--- config.mk ---
export PLATFORM = sky130hd
export DESIGN_NAME = mcs_sequencer
export DESIGN_NICKNAME = d
export VERILOG_FILES = /design/src/shared/mcs_pkg.sv /design/src/hdl/mcs_sequencer.sv /design/src/hdl/mcs_phase_gen.sv
export SDC_FILE = /design/constraint.sdc
export NUM_CORES = 1
export LEC_CHECK = 0
export BUFFER_PORTS_ARGS = -buffer_cell sky130_fd_sc_hd__buf_2
export CORE_MARGIN = 2
export CORE_UTILIZATION = 52
export DETAILED_ROUTE_END_ITERATION = 12
export GPL_TIMING_DRIVEN = 0
export HOLD_SLACK_MARGIN = 0.08
export PLACE_DENSITY = 0.8
export SLEW_MARGIN = 20
export SYNTH_ARGS = -nofsm -noshare
export SYNTH_HDL_FRONTEND = slang
export SYNTH_SLANG_ARGS = --single-unit
--- constraint.sdc ---
create_clock -name mclk -period 3.3 [get_ports mclk]
set_input_delay 0.495 -clock mclk [delete_from_list [all_inputs] [get_ports mclk]]
set_output_delay 0.495 -clock mclk [all_outputs]
set_load 0.02 [all_outputs]
--- src/shared/mcs_pkg.sv ---
// Constants and types shared by the machine-cycle sequencer files
package mcs_pkg;
    // Internal clock: four phases of one input clock period each
    localparam int PHASE_COUNT = 4;
    // Zero-based index of the third phase, the reference for all pins
    localparam int LAUNCH_PHASE = 2;
    // A basic machine cycle is two system clock cycles, index 0 and 1
    localparam logic MC_LAST_CYC = 1'h1;
    // A byte transfer with no wait state also takes two system cycles
    localparam logic BYTE_MSB = 1'h0;
    localparam logic BYTE_LSB = 1'h1;
    // Bus widths
    localparam int ADDR_W = 14;
    localparam int BYTE_W = 8;
    localparam int WORD_W = 16;
    // 2048 input bits and 2048 output bits
    localparam int BIT_ADDR_W = 11;
    // Reset values
    localparam logic [WORD_W-1:0] SD_RESET = 16'h0000;
    localparam logic [2:0] LEVEL_NONE = 3'h0;
    // Interrupt level code points
    localparam logic [2:0] IC_RESET_A = 3'h0;
    localparam logic [2:0] IC_RESET_B = 3'h1;
    localparam logic [2:0] IC_LOAD = 3'h2;
    localparam logic [2:0] IC_LEVEL1 = 3'h3;
    localparam logic [2:0] IC_LEVEL4 = 3'h6;
    localparam logic [2:0] IC_IDLE = 3'h7;
    // Offset from a level code to its level number
    localparam logic [2:0] IC_LEVEL_BASE = 3'h2;

    typedef enum logic [2:0] {
        CMD_ALU = 3'h0,
        CMD_MEM_RD = 3'h1,
        CMD_MEM_WR = 3'h2,
        CMD_BIT_IN = 3'h3,
        CMD_BIT_OUT = 3'h4
    } mcs_cmd_t;

    typedef enum logic [4:0] {
        ST_IDLE = 5'b00001,
        ST_ALU = 5'b00010,
        ST_MEM_ADDR = 5'b00100,
        ST_MEM_XFER = 5'b01000,
        ST_BIT = 5'b10000
    } mcs_state_t;
endpackage

--- src/hdl/mcs_sequencer.sv ---
// Machine-cycle sequencer with 8-bit memory bus and serial bit I/O port
`timescale 1ns/1ps
module mcs_sequencer
    import mcs_pkg::*;
(
    input wire logic mclk,
    input wire logic rst_n,
    input wire logic cmd_valid,
    input wire mcs_cmd_t cmd_type,
    input wire logic [ADDR_W-1:1] cmd_addr,
    input wire logic [WORD_W-1:0] cmd_wdata,
    input wire logic cmd_alu_load,
    input wire logic [BIT_ADDR_W-1:0] cmd_bit_addr,
    input wire logic cmd_bit_data,
    input wire logic mem_ready,
    input wire logic [BYTE_W-1:0] mem_data_in,
    input wire logic bit_input_line,
    input wire logic [2:0] interrupt_level_code,
    output logic cmd_ready,
    output logic rsp_valid,
    output logic [WORD_W-1:0] rsp_data,
    output logic rsp_bit,
    output logic [PHASE_COUNT-1:0] clock_phase,
    output logic [ADDR_W-1:1] mem_addr,
    output logic byte_select_address_line,
    output logic mem_enable_n,
    output logic write_enable_n,
    output logic data_bus_in,
    output logic [BYTE_W-1:0] data_out,
    output logic data_out_en_n,
    output logic [BIT_ADDR_W-1:0] bit_address,
    output logic bit_output_line,
    output logic bit_output_strobe,
    output logic reset_request,
    output logic load_request,
    output logic int_request,
    output logic [2:0] int_level
);
    logic sys_tick;

    // Phase generator: the only time base for the sequencer
    mcs_phase_gen #(
        .PHASES(PHASE_COUNT)
    ) u_phase (
        .mclk(mclk),
        .rst_n(rst_n),
        .phase(clock_phase),
        .sys_tick(sys_tick)
    );

    mcs_state_t state_reg, state_next;
    mcs_cmd_t op_reg, op_next;
    logic cyc_reg, cyc_next;
    logic byte_reg, byte_next;
    logic alu_load_reg, alu_load_next;
    logic [WORD_W-1:0] alu_data_reg, alu_data_next;
    logic [BYTE_W-1:0] rd_msb_reg, rd_msb_next;
    logic [WORD_W-1:0] sd_reg, sd_next;
    logic cmd_ready_reg, cmd_ready_next;
    logic rsp_valid_reg, rsp_valid_next;
    logic [WORD_W-1:0] rsp_data_reg, rsp_data_next;
    logic rsp_bit_reg, rsp_bit_next;
    logic [ADDR_W-1:1] mem_addr_reg, mem_addr_next;
    logic byte_sel_reg, byte_sel_next;
    logic mem_en_n_reg, mem_en_n_next;
    logic we_n_reg, we_n_next;
    logic dbin_reg, dbin_next;
    logic [BYTE_W-1:0] dout_reg, dout_next;
    logic dout_en_n_reg, dout_en_n_next;
    logic [BIT_ADDR_W-1:0] bit_addr_reg, bit_addr_next;
    logic bit_out_reg, bit_out_next;
    logic strobe_reg, strobe_next;

    // Interrupt code lines are asynchronous, so they get a two-flop stage
    logic [2:0] ic_meta_reg;
    logic [2:0] ic_sync_reg;
    logic rst_req_reg, rst_req_next;
    logic load_req_reg, load_req_next;
    logic int_req_reg, int_req_next;
    logic [2:0] level_reg, level_next;

    // Machine-cycle sequencing, advanced only on the third-phase tick
    always_comb begin
        state_next = state_reg;
        op_next = op_reg;
        cyc_next = cyc_reg;
        byte_next = byte_reg;
        alu_load_next = alu_load_reg;
        alu_data_next = alu_data_reg;
        rd_msb_next = rd_msb_reg;
        sd_next = sd_reg;
        rsp_valid_next = 1'b0;
        rsp_data_next = rsp_data_reg;
        rsp_bit_next = rsp_bit_reg;
        mem_addr_next = mem_addr_reg;
        byte_sel_next = byte_sel_reg;
        mem_en_n_next = mem_en_n_reg;
        we_n_next = we_n_reg;
        dbin_next = dbin_reg;
        dout_next = dout_reg;
        dout_en_n_next = 1'b0;
        bit_addr_next = bit_addr_reg;
        bit_out_next = bit_out_reg;
        strobe_next = strobe_reg;
        if (sys_tick) begin
            unique case (state_reg)
                ST_IDLE: begin
                    if (cmd_valid) begin
                        op_next = cmd_type;
                        cyc_next = 1'b0;
                        unique case (cmd_type)
                            CMD_ALU: begin
                                // Bus controls are untouched here
                                alu_load_next = cmd_alu_load;
                                alu_data_next = cmd_wdata;
                                state_next = ST_ALU;
                            end
                            CMD_MEM_RD, CMD_MEM_WR: begin
                                byte_next = BYTE_MSB;
                                mem_addr_next = cmd_addr;
                                byte_sel_next = BYTE_MSB;
                                mem_en_n_next = 1'b0;
                                dbin_next = (cmd_type == CMD_MEM_RD);
                                if (cmd_type == CMD_MEM_WR) begin
                                    sd_next = cmd_wdata;
                                    dout_next = cmd_wdata[WORD_W-1:BYTE_W];
                                end
                                state_next = ST_MEM_ADDR;
                            end
                            CMD_BIT_IN, CMD_BIT_OUT: begin
                                bit_addr_next = cmd_bit_addr;
                                if (cmd_type == CMD_BIT_OUT) begin
                                    bit_out_next = cmd_bit_data;
                                end
                                state_next = ST_BIT;
                            end
                            default: begin
                                // Unknown command codes are dropped
                                state_next = ST_IDLE;
                            end
                        endcase
                    end
                end
                ST_ALU: begin
                    if (cyc_reg == MC_LAST_CYC) begin
                        if (alu_load_reg) begin
                            sd_next = alu_data_reg;
                            dout_next = alu_data_reg[WORD_W-1:BYTE_W];
                        end
                        rsp_data_next = sd_next;
                        rsp_valid_next = 1'b1;
                        state_next = ST_IDLE;
                    end else begin
                        cyc_next = MC_LAST_CYC;
                    end
                end
                ST_MEM_ADDR: begin
                    // Address cycle done; write strobe covers the data cycle
                    if (op_reg == CMD_MEM_WR) begin
                        we_n_next = 1'b0;
                    end
                    state_next = ST_MEM_XFER;
                end
                ST_MEM_XFER: begin
                    // Not ready holds this state one more cycle per sample
                    if (mem_ready) begin
                        we_n_next = 1'b1;
                        if (byte_reg == BYTE_MSB) begin
                            rd_msb_next = mem_data_in;
                            byte_next = BYTE_LSB;
                            byte_sel_next = BYTE_LSB;
                            if (op_reg == CMD_MEM_WR) begin
                                dout_next = sd_reg[BYTE_W-1:0];
                            end
                            state_next = ST_MEM_ADDR;
                        end else begin
                            mem_en_n_next = 1'b1;
                            dbin_next = 1'b0;
                            if (op_reg == CMD_MEM_RD) begin
                                rsp_data_next = {rd_msb_reg, mem_data_in};
                            end else begin
                                rsp_data_next = sd_reg;
                            end
                            rsp_valid_next = 1'b1;
                            state_next = ST_IDLE;
                        end
                    end
                end
                ST_BIT: begin
                    if (cyc_reg == MC_LAST_CYC) begin
                        strobe_next = 1'b0;
                        rsp_bit_next = bit_input_line;
                        rsp_valid_next = 1'b1;
                        state_next = ST_IDLE;
                    end else begin
                        strobe_next = (op_reg == CMD_BIT_OUT);
                        cyc_next = MC_LAST_CYC;
                    end
                end
                default: begin
                    state_next = ST_IDLE;
                end
            endcase
        end
        // Requests are taken on a tick only while idle
        cmd_ready_next = (state_next == ST_IDLE);
    end

    // Interrupt code decode, refreshed once per system cycle
    always_comb begin
        rst_req_next = rst_req_reg;
        load_req_next = load_req_reg;
        int_req_next = int_req_reg;
        level_next = level_reg;
        if (sys_tick) begin
            rst_req_next = (ic_sync_reg == IC_RESET_A) ||
                           (ic_sync_reg == IC_RESET_B);
            load_req_next = (ic_sync_reg == IC_LOAD);
            int_req_next = (ic_sync_reg >= IC_LEVEL1) &&
                           (ic_sync_reg <= IC_LEVEL4);
            if (int_req_next) begin
                level_next = ic_sync_reg - IC_LEVEL_BASE;
            end else begin
                level_next = LEVEL_NONE;
            end
        end
    end

    // Sequencer and pin registers
    always_ff @(posedge mclk or negedge rst_n) begin
        if (!rst_n) begin
            state_reg <= ST_IDLE;
            op_reg <= CMD_ALU;
            cyc_reg <= 1'b0;
            byte_reg <= BYTE_MSB;
            alu_load_reg <= 1'b0;
            alu_data_reg <= SD_RESET;
            rd_msb_reg <= '0;
            sd_reg <= SD_RESET;
            cmd_ready_reg <= 1'b0;
            rsp_valid_reg <= 1'b0;
            rsp_data_reg <= '0;
            rsp_bit_reg <= 1'b0;
            mem_addr_reg <= '0;
            byte_sel_reg <= BYTE_MSB;
            mem_en_n_reg <= 1'b1;
            we_n_reg <= 1'b1;
            dbin_reg <= 1'b0;
            dout_reg <= '0;
            dout_en_n_reg <= 1'b1;
            bit_addr_reg <= '0;
            bit_out_reg <= 1'b0;
            strobe_reg <= 1'b0;
        end else begin
            state_reg <= state_next;
            op_reg <= op_next;
            cyc_reg <= cyc_next;
            byte_reg <= byte_next;
            alu_load_reg <= alu_load_next;
            alu_data_reg <= alu_data_next;
            rd_msb_reg <= rd_msb_next;
            sd_reg <= sd_next;
            cmd_ready_reg <= cmd_ready_next;
            rsp_valid_reg <= rsp_valid_next;
            rsp_data_reg <= rsp_data_next;
            rsp_bit_reg <= rsp_bit_next;
            mem_addr_reg <= mem_addr_next;
            byte_sel_reg <= byte_sel_next;
            mem_en_n_reg <= mem_en_n_next;
            we_n_reg <= we_n_next;
            dbin_reg <= dbin_next;
            dout_reg <= dout_next;
            dout_en_n_reg <= dout_en_n_next;
            bit_addr_reg <= bit_addr_next;
            bit_out_reg <= bit_out_next;
            strobe_reg <= strobe_next;
        end
    end

    // Synchroniser and interrupt request registers
    always_ff @(posedge mclk or negedge rst_n) begin
        if (!rst_n) begin
            ic_meta_reg <= IC_IDLE;
            ic_sync_reg <= IC_IDLE;
            rst_req_reg <= 1'b0;
            load_req_reg <= 1'b0;
            int_req_reg <= 1'b0;
            level_reg <= LEVEL_NONE;
        end else begin
            ic_meta_reg <= interrupt_level_code;
            ic_sync_reg <= ic_meta_reg;
            rst_req_reg <= rst_req_next;
            load_req_reg <= load_req_next;
            int_req_reg <= int_req_next;
            level_reg <= level_next;
        end
    end

    assign cmd_ready = cmd_ready_reg;
    assign rsp_valid = rsp_valid_reg;
    assign rsp_data = rsp_data_reg;
    assign rsp_bit = rsp_bit_reg;
    assign mem_addr = mem_addr_reg;
    assign byte_select_address_line = byte_sel_reg;
    assign mem_enable_n = mem_en_n_reg;
    assign write_enable_n = we_n_reg;
    assign data_bus_in = dbin_reg;
    assign data_out = dout_reg;
    assign data_out_en_n = dout_en_n_reg;
    assign bit_address = bit_addr_reg;
    assign bit_output_line = bit_out_reg;
    assign bit_output_strobe = strobe_reg;
    assign reset_request = rst_req_reg;
    assign load_request = load_req_reg;
    assign int_request = int_req_reg;
    assign int_level = level_reg;
endmodule // mcs_sequencer

--- src/hdl/mcs_phase_gen.sv ---
// Four-phase internal clock generator driven by the input clock
`timescale 1ns/1ps
module mcs_phase_gen
    import mcs_pkg::*;
#(
    parameter int PHASES = PHASE_COUNT
) (
    input wire logic mclk,
    input wire logic rst_n,
    output logic [PHASES-1:0] phase,
    output logic sys_tick
);
    localparam int CW = $clog2(PHASES);

    logic [CW-1:0] cnt_reg;
    logic [CW-1:0] cnt_next;
    logic [PHASES-1:0] phase_reg;
    logic [PHASES-1:0] phase_next;
    logic tick_reg;
    logic tick_next;

    // Phase counter; the tick marks the third phase of each system cycle
    always_comb begin
        if (cnt_reg == CW'(PHASES - 1)) begin
            cnt_next = '0;
        end else begin
            cnt_next = cnt_reg + CW'(1);
        end
        for (int g = 0; g < PHASES; g++) begin
            phase_next[g] = (cnt_next == CW'(g));
        end
        tick_next = (cnt_next == CW'(LAUNCH_PHASE));
    end

    // Registered so that the tick and phases are clean flop outputs
    always_ff @(posedge mclk or negedge rst_n) begin
        if (!rst_n) begin
            cnt_reg <= '0;
            phase_reg <= '0;
            tick_reg <= 1'b0;
        end else begin
            cnt_reg <= cnt_next;
            phase_reg <= phase_next;
            tick_reg <= tick_next;
        end
    end

    assign phase = phase_reg;
    assign sys_tick = tick_reg;
endmodule // mcs_phase_gen

== Yosys cells after proc, flatten, opt, wreduce, memory -nomap -nowiden ==
Index checks and enable logic that the tools add are counted.

* Bits in registers: 128
* Bits of input ports: 61
* Output and inout port bits: 68
* Logic and storage cells: 148

* Add/subtract/negate cells: 2
* Magnitude comparators: 2
* Eq/ne operators: 29
* Muxes and demuxes: 53
* Bitwise operators: 1
* Reduce and logical (&&, ||, !) cells: 30

{| class="wikitable"
|+ Operators by type and width
! kind !! count
|-
| 16-bit two-way mux || 8
|-
| 8-bit two-way mux || 8
|-
| 16-bit case mux with 2 select lines || 2
|-
| 8-bit case mux with 3 select lines || 1
|-
| 5-bit two-way mux || 4
|-
| 5-bit case mux with 4 select lines || 1
|-
| 4-bit AND reduction || 5
|-
| 1-bit two-way mux || 18
|-
| 2-bit inequality test, second input constant || 9
|-
| 6-bit AND reduction || 3
|-
| 5-bit case mux with 3 select lines || 1
|-
| 5-bit AND reduction || 3
|-
| 1-bit case mux with 2 select lines || 7
|-
| 3-bit by 2-bit equality test with 1-bit output, second input constant || 4
|-
| 5-bit by 1-bit equality test with 1-bit output, second input constant || 2
|-
| 10-bit AND reduction || 1
|-
| 2-bit nonzero test || 5
|-
| 3-bit by 1-bit equality test with 1-bit output, second input constant || 3
|-
| 3-bit AND reduction || 3
|-
| 2-bit equality test, second input constant || 3
|-
| 3-bit equality test, second input constant || 2
|-
| 3-bit zero test || 2
|-
| 3-bit two-way mux || 2
|-
| 2-bit OR reduction || 3
|-
| other kinds (17) || 17
|}

== Logic depth before layout (Yosys ltp) ==
Gate-level depths: netlist of the first run.

* Word-level depth: 7
* Depth in mapped cells: 9
* Gate-level depth less buffers: 5

== By module ==
Synthesis of the first run repeated with hierarchy kept, for this count alone.

* Cell total of the unflattened synthesis: 490
* Area total of the unflattened synthesis: 5651.7 um^2

{| class="wikitable"
|+ By module, submodules not included
! module !! instances !! cells an instance !! area an instance (um^2) !! sequential area each (um^2)
|-
| mcs_sequencer || 1 || 475 || 5420.2 || 3040.4
|-
| mcs_phase_gen || 1 || 15 || 231.5 || 150.1
|}

== Least setup slack after synthesis of the first run ==
No wires, ideal clock.

* Path kind: register to register
* Start: reg state_reg[4]
* End: reg alu_data_reg[10]
* Setup time: 0.125 ns
* Arrival: 2.183 ns
* Required time: 3.175 ns
* Setup slack: 0.992 ns
* Cell stages (with the launch flop): 7
* Buffers on the path: 2
* Period minus slack after synthesis: 2.308 ns
* Path through: dfrtp_1 buf_6 nor4_2 nand3_2 nor4_4 buf_6 mux2_2

* Longest elaborated chain between the ends: 2

{| class="wikitable"
|+ RTL lines
! what !! RTL line !! RTL
|-
| start, declared || mcs_sequencer.sv:51 || <nowiki>mcs_state_t state_reg, state_next;</nowiki>
|-
| start signal, assigned || mcs_sequencer.sv:255 || <nowiki>state_reg <= state_next;</nowiki>
|-
| 5-bit by 1-bit equality test with 1-bit output || mcs_sequencer.sv:106 || <nowiki>unique case (state_reg)</nowiki>
|-
| 4-bit AND reduction (no line) || - ||
|-
| end signal, assigned || mcs_sequencer.sv:260 || <nowiki>alu_data_reg <= alu_data_next;</nowiki>
|-
| end, declared || mcs_sequencer.sv:56 || <nowiki>logic [WORD_W-1:0] alu_data_reg, alu_data_next;</nowiki>
|}

Every way passes these cells.
A chain may end at the register's enable or synchronous reset.

== Worst setup path in the final report of the first run ==
* Start: reg state_reg[0]
* End: reg alu_data_reg[5]

The elaborated chain is that of the path after synthesis.

==> qor_table.md, run 1 <==
| Quantity | Reported |
|---|---|
| Multiplexer area fraction after synthesis | 12.0% |
| Netlist area before placement | 5820 um2 |
| Total instance count after detailed placement | 763 |
| Starting utilization of the core area | 53.4% |
| Final period utilization | 89.6% |
| YS warnings | 0 |
| Number of iterations in the first detailed-routing pass | 9 |
| Ports placed on the boundary | 129 |
| Number of nets with antenna violations after routing | 0 |
| CP max stage delay | 670 ps |
| Fin cells | 799 |
| Vias | 4,646 |
| Cell Area, Placed | 6650 um2 |
| Largest net degree at the start of global routing | 76 |
| Count of mapped cells out of synthesis | 497 |
| Highest-count cells in the layout ignoring fill and taps | 130 x buf_2, 117 x dfrtp_1, 62 x mux2_2 |
| Number of setup violations in the final report | 0 |
| CTS buffer count | 17 |
| CTS tree | yes |
| Count of unresolved DRC violations after routing | 1 |
| Final Instance Area | 7360 um2 |
| Combinational family with the most area after synthesis | compound AO/OA/AOI/OAI gates |
| Adder-cell area share of the yosys netlist | 1.51% |
| Die extent in x | 110 um |
| Endpoint required time on the critical path | 3720 ps |
| Sequential element share of the synthesized area | 54.8% |
| Register-to-Register Path Depth | 6 |
| Layout Skew | 7.83 ps |
| Clock transition at the registers of the reported paths | 60 ps |
| Layout-stage area growth over the synthesis result | 26.5% |
| Switch share | 31.5% |
| Register share of total power | 39.0% |
| Violated checks | design-rule violations |
| GP Congestion | 0.894 |
| Xor and xnor fraction of the mapped netlist area | 0.452% |
| Violation count after the first detailed-routing iteration | 287 |
| Class of the tightest hold or removal check | input pin to flip-flop |
| H-Tree Depth | 4 |
| Data arrival time of the critical path | 3370 ps |
| Status | finished with violations |
| Final hold viol count | 0 |
| Fraction of the mapped netlist area in simple logic gates | 12.7% |
| Maximum clock insertion buffer count | 2 |
| FFs w/ async S/R, synth | 100% |
| Overall overflow remaining after global route | 0 |
| Placement row count | 38 |
| P_int | 3.96 mW |
| Clock share of power | 36.2% |
| Count of buffers inserted at the top-level ports | 125 |
| Worst max-slew margin expressed relative to the limit | 41.2% |
| Actual slew at the worst max-slew pin | 875 ps |
| Count of nets after finishing | 714 |
| CTS Root Cell | clkbuf_8 |
| Type of origin of the critical path | flip-flop |
| Total number of clock tree sinks | 127 |
| Vias in the first global route | 4,681 |
| Resize count post-CTS | 0 |
| Cell depth of the worst hold path | 2 |
| Total die area | 12,100 um2 |
| Post-synth EDFFs | 0 |
| RSZ-0062 raised after global routing | false |
| Yosys reg bits | 127 |
| Final routed wire length divided by cell count | 18.3 um |
| Vias per std cell | 5.81 |
| Core occupancy in the finished layout | 67.6% |
| Period minus WS final | 2960 ps |
| Global-route wire length before repair | 22,900 um |
| Overall routed net length | 14,600 um |
| Total leakage power | 3.56 nW |
| Post-synthesis average cell area | 11.7 um2 |
| Area of the placeable core | 10,900 um2 |
| Gr usage total | 25.4% |
| Critical path's slowest cell | nor4_2 |
| Ratio of cells with drive above 1 in the final layout | 40.4% |
| Maximum clock rate | 0.338 GHz |
| Number of library cell types mapped by synthesis | 57 |
| Leading cell type in the layout, fill and taps excluded | buf_2 |
| Number of antenna diodes | 0 |
| Die height | 110 um |
| Most instantiated flip-flop cell in the synthesis netlist | dfrtp_1 |
| Final setup TNS | 0 ps |
| Worst Path Max Fanout | 10 |
| Max-cap violations | 0 |
| Net switching component of the power | 1.82 mW |
| Antenna violations before repair | 0 |
| Critical path endpoint category | flip-flop |
| Power per cell area | 785 nW/um2 |
| Critical Path, Cell by Cell | nand2b_1 -> nor4_2 -> nand3_2 -> nor4_4 -> buf_6 -> mux2_2 |
| Total nets after synthesis | 565 |
| Compound-cell area share of the yosys netlist | 14.7% |
| Clock insertion delay at the later pin of the skew report | 530 ps |
| Final Max Slew Viols | 0 |
| Gate power share | 24.8% |
| Max rail drop VDD | 526 uV |
| HPWL after DPL | 10,300 um |
| Crit Path Class | flip-flop to flip-flop |
[area by class of cell]
class                      instances  area (um2)
clock buffer                      23         487
tap                              140         175
fill                             790        3530
timing repair buffer             130         699
clock inverter                     9         178
sequential                       127        3190
multi-input combinational        328        2410
buffer                            32         178
inverter                          10        37.5
[kinds of logic (layout without fill, tap and decap cells)]
| group | count (synthesis) | count (layout) |
|---|---|---|
| and+or+nand+nor | 133 | 133 |
| DFF | 127 | 127 |
| AOI/OAI and AO/OA | 122 | 122 |
| muxes | 62 | 62 |
| buffers and inverters | 42 | 204 |
| adders and majority gates | 7 | 7 |
| xor gates and xnor gates | 3 | 3 |
| other | 1 | 1 |
[power groups by stage]
stage	sequential, mW	clock, mW	combinational, mW
after floorplan	2.42	0	0.737
after global placement	2.24	0	1.37
after detailed placement	2.26	0	1.42
after CTS	2.24	2.11	1.43
after global routing	2.29	2.20	1.56
final	2.25	2.09	1.44
[final timing paths]
kind                                                to  slack [ps]                startpoint
min                         bit_address[8]$_DFFE_PN0P_         190           cmd_bit_addr[8]
max reg2reg                alu_data_reg[5]$_DFFE_PN0P_         340    state_reg[0]$_DFF_PN1_
max in group asynchronous      data_out[4]$_DFFE_PN0P_        2100                     rst_n
min reg2reg                   ic_sync_reg[2]$_DFF_PN1_         360  ic_meta_reg[2]$_DFF_PN1_
min in group asynchronous      mem_addr[6]$_DFFE_PN0P_         480                     rst_n
max                        alu_data_reg[5]$_DFFE_PN0P_         340    state_reg[0]$_DFF_PN1_
[synth_stat cells, types with 2 or more instances]
master,instances,area share (%)
a211oi_1,2,0.26
a21o_1,11,1.4
a21oi_1,23,2.0
a22o_1,11,1.7
a31oi_1,2,0.22
buf_2,6,0.52
buf_6,4,0.77
clkbuf_1,20,1.3
dfrtp_1,117,50
dfstp_2,10,4.5
ha_1,7,1.5
inv_1,10,0.65
mux2_2,62,12
nand2_1,31,2.0
nand2b_1,4,0.43
nand3_1,5,0.43
nand3b_1,18,2.3
nor2_1,44,2.8
nor2_2,2,0.22
nor2b_1,3,0.32
nor3_1,4,0.34
nor3b_1,2,0.26
nor4_4,2,0.73
nor4b_1,4,0.60
o21ai_0,26,2.2
o22ai_1,17,1.8
o31ai_1,8,1.0
o31ai_2,10,2.2
or3_1,2,0.22
or4_4,2,0.39
xor2_1,2,0.30
[worst max-delay path, delay by kind of cell, from the launching register on]
family,cells,cell delay [ps]
and+or+nand+nor,4,1660
DFF,1,550
muxes,1,360
buffers and inverters,1,250
[layer usage]
metal	global-route usage [%]	vias up	routed length, um
li1	-	2101	-
met1	30.8	2255	5790
met2	40.8	252	7180
met3	9.01	38	1170
met4	11.5	0	463
met5	0	-	0
[what timing repair did]
action | 4_1_cts | 5_1_grt
setup buffers | 0 | 0
endpoints found under the hold margin | 46 | 0
hold buffers | 4 | 0
[through the flow]
step                      worst slack [ps]  hold WS, ps  total power [mW]
final                                  344          194              5.78
after global routing                   265          166              6.05
after CTS                              430          175              5.79
after detailed placement               435          349              3.68
after global placement                 200          346              3.61
after floorplan                        992          199              3.16
(Power assumes the default switching activity.)
==> run 2, diff against run 1 <==
--- a/config.mk
+++ b/config.mk
@@ -12,6 +12,7 @@
 export GPL_TIMING_DRIVEN = 0
 export HOLD_SLACK_MARGIN = 0.08
 export PLACE_DENSITY = 0.8
+export SETUP_SLACK_MARGIN = 0.4
 export SLEW_MARGIN = 20
 export SYNTH_ARGS = -nofsm -noshare
 export SYNTH_HDL_FRONTEND = slang
==> qor_table.md, run 2 (synthesis gave the netlist of run 1 again) <==
| Quantity | Reported | Change |
|---|---|---|
| Final setup TNS | 0 ps | unchanged |
| Final hold viol count | 0 | unchanged |
| H-Tree Depth | 4 | unchanged |
| Largest net degree at the start of global routing | 76 | unchanged |
| Highest-count cells in the layout ignoring fill and taps | 130 x buf_2, 117 x dfrtp_1, 62 x mux2_2 |  |
| Ratio of cells with drive above 1 in the final layout | 40.5% | +0.15 points |
| Critical path's slowest cell | nor4_4 |  |
| Overall overflow remaining after global route | 0 | unchanged |
| RSZ-0062 raised after global routing | false |  |
| Clock share of power | 36.2% | about the same |
| Count of buffers inserted at the top-level ports | 125 | unchanged |
| Gate power share | 24.9% | about the same |
| Max rail drop VDD | 527 uV | +0.16% |
| Final routed wire length divided by cell count | 18.5 um | +1.2% |
| Design Power | 5.81 mW | +0.56% |
| Number of nets with antenna violations after routing | 0 | unchanged |
| Actual slew at the worst max-slew pin | 670 ps | -205 ps |
| Clock transition at the registers of the reported paths | 60 ps | about the same |
| Net switching component of the power | 1.85 mW | +1.5% |
| Die height | 110 um | unchanged |
| Data arrival time of the critical path | 3120 ps | -250 ps |
| Vias per std cell | 5.82 | about the same |
| Number of antenna diodes | 0 | unchanged |
| Hold endpoint | mem_addr[4]$_DFFE_PN0P_ |  |
| Total leakage power | 3.56 nW | about the same |
| Slack of the worst reg-to-reg path | 610 ps | +270 ps |
| Area of the placeable core | 10,900 um2 | unchanged |
| Final period utilization | 81.5% | -8.1 points |
| Launch point of the worst reg-to-reg path | state_reg[0]$_DFF_PN1_ |  |
| Count of unresolved DRC violations after routing | 0 | -1 |
| Layout Skew | 11.5 ps | +3.70 ps |
| Final Max Slew Viols | 0 | unchanged |
| Number of buffers inserted by post-CTS setup repair | 0 | unchanged |
| Leading cell type in the layout, fill and taps excluded | buf_2 |  |
| Clock insertion delay at the later pin of the skew report | 550 ps | +20 ps |
| Overall routed net length | 14,800 um | +1.2% |
| Total instance count after detailed placement | 763 | unchanged |
| Number of iterations in the first detailed-routing pass | 7 | -2 |
| Number of setup violations in the final report | 0 | unchanged |
| Switch share | 31.8% | +0.30 points |
| Maximum clock insertion buffer count | 2 | unchanged |
| Worst setup margin | 611 ps | +267 ps |
| Critical path endpoint category | flip-flop |  |
| Ports placed on the boundary | 129 | unchanged |
| Gr usage total | 25.4% | unchanged |
| Total number of clock tree sinks | 127 | unchanged |
| Vias in the first global route | 4,681 | unchanged |
| Global-route wire length before repair | 22,900 um | unchanged |
| CTS buffer count | 17 | unchanged |
| Violation count after the first detailed-routing iteration | 284 | -1.0% |
| Most prevalent standard cell on the critical path | nor4_4 |  |
| Post-Place Setup Slack | 435 ps | unchanged |
| CTS Root Cell | clkbuf_8 |  |
| CTS tree | yes |  |
| Register-to-Register Path Depth | 6 | unchanged |
| Worst Path Max Fanout | 10 | unchanged |
| Critical Path, Cell by Cell | nand2b_1 -> nor4_4 -> nand3_2 -> nor4_4 -> buf_6 -> mux2_2 |  |
| Vias | 4,648 | +0.043% |
| Total die area | 12,100 um2 | unchanged |
| Crit Path Class | flip-flop to flip-flop |  |
| Max-cap violations | 0 | unchanged |
| Die extent in x | 110 um | unchanged |
| HPWL after DPL | 10,300 um | unchanged |
| Capturing point of the worst reg2reg path | alu_data_reg[5]$_DFFE_PN0P_ |  |
| Core occupancy in the finished layout | 67.7% | +0.10 points |
| Antenna violations before repair | 0 | unchanged |
| GP Congestion | 0.894 | unchanged |
| Cell depth of the worst hold path | 2 | unchanged |
| Layout-stage area growth over the synthesis result | 26.6% |  |
| Endpoint required time on the critical path | 3730 ps | about the same |
| Hold wc startpoint | cmd_addr[4] |  |
| Maximum clock rate | 0.372 GHz | +9.9% |
| Count of nets after finishing | 714 | unchanged |
| Type of origin of the critical path | flip-flop |  |
| Class of the tightest hold or removal check | input pin to flip-flop |  |
| Period minus WS final | 2690 ps | -267 ps |
| P_int | 3.97 mW | +0.13% |
| Starting utilization of the core area | 53.4% | unchanged |
| Fin cells | 799 | unchanged |
| Power per cell area | 789 nW/um2 | +0.41% |
| Register share of total power | 38.8% | -0.2 points |
| Status | complete, no violations |  |
| Worst max-slew margin expressed relative to the limit | 55.0% | +14 points |
| CP max stage delay | 570 ps | -100 ps |
| Placement row count | 38 | unchanged |
-- run 2: cell type report --
| type | count | area [um2] |
|---|---|---|
| Fill cell | 791 | 3520 |
| Clock inverter | 9 | 178 |
| Clock buffer | 23 | 487 |
| Inverter | 10 | 37.5 |
| Tap cell | 140 | 175 |
| Buffer | 32 | 178 |
| Timing Repair Buffer | 130 | 699 |
| Multi-Input combinational cell | 328 | 2420 |
| Sequential cell | 127 | 3190 |
-- run 2: how the worst max path moves through the flow --
stage / start / to / depth (start not counted)
2_1_floorplan: state_reg[4]$_DFF_PN0_ / alu_data_reg[10]$_DFFE_PN0P_ / 6
3_3_place_gp: rst_n / bit_address[3]$_DFFE_PN0P_ / 1
3_5_place_dp: state_reg[0]$_DFF_PN1_ / alu_data_reg[9]$_DFFE_PN0P_ / 6
4_1_cts: state_reg[0]$_DFF_PN1_ / alu_data_reg[5]$_DFFE_PN0P_ / 6
5_1_grt: state_reg[0]$_DFF_PN1_ / alu_data_reg[7]$_DFFE_PN0P_ / 6
6_report: state_reg[0]$_DFF_PN1_ / alu_data_reg[5]$_DFFE_PN0P_ / 6
-- run 2: per-layer routing --
layer	up-vias	global-route usage [%]	wire (um)
met1	2277	30.8	5970
met2	230	40.8	7240
met3	43	9.01	1110
met4	0	11.5	448
li1	2098	-	-
met5	-	0	0
-- run 2: worst max-delay path, delay by kind of cell (launching register included) --
| kind | cells | cell delay [ps] |
|---|---|---|
| flops | 1 | 550 |
| buf+inv | 1 | 250 |
| simple gates | 4 | 1410 |
| mux | 1 | 360 |
-- run 2: through the flow --
step | hold WS, ps | cell area [um2]
detailed placement | 349 | 6650
global route | 166 | 7370
CTS | 175 | 7360
global placement | 346 | 6620
finish | 181 | 7370
floorplan | 199 | 5820
-- run 2: power groups by stage --
| stage | sequential, mW | combinational (mW) | clock, mW |
|---|---|---|---|
| floorplan | 2.42 | 0.737 | 0 |
| global placement | 2.24 | 1.37 | 0 |
| detailed placement | 2.26 | 1.42 | 0 |
| CTS | 2.24 | 1.43 | 2.11 |
| global route | 2.29 | 1.57 | 2.20 |
| finish | 2.26 | 1.45 | 2.10 |
-- run 2: what timing repair did --
item,4_1_cts,5_1_grt
endpoints found under the hold margin,46,0
hold buffers,4,0
resized for setup,0,2
endpoints found under the setup margin,0,22
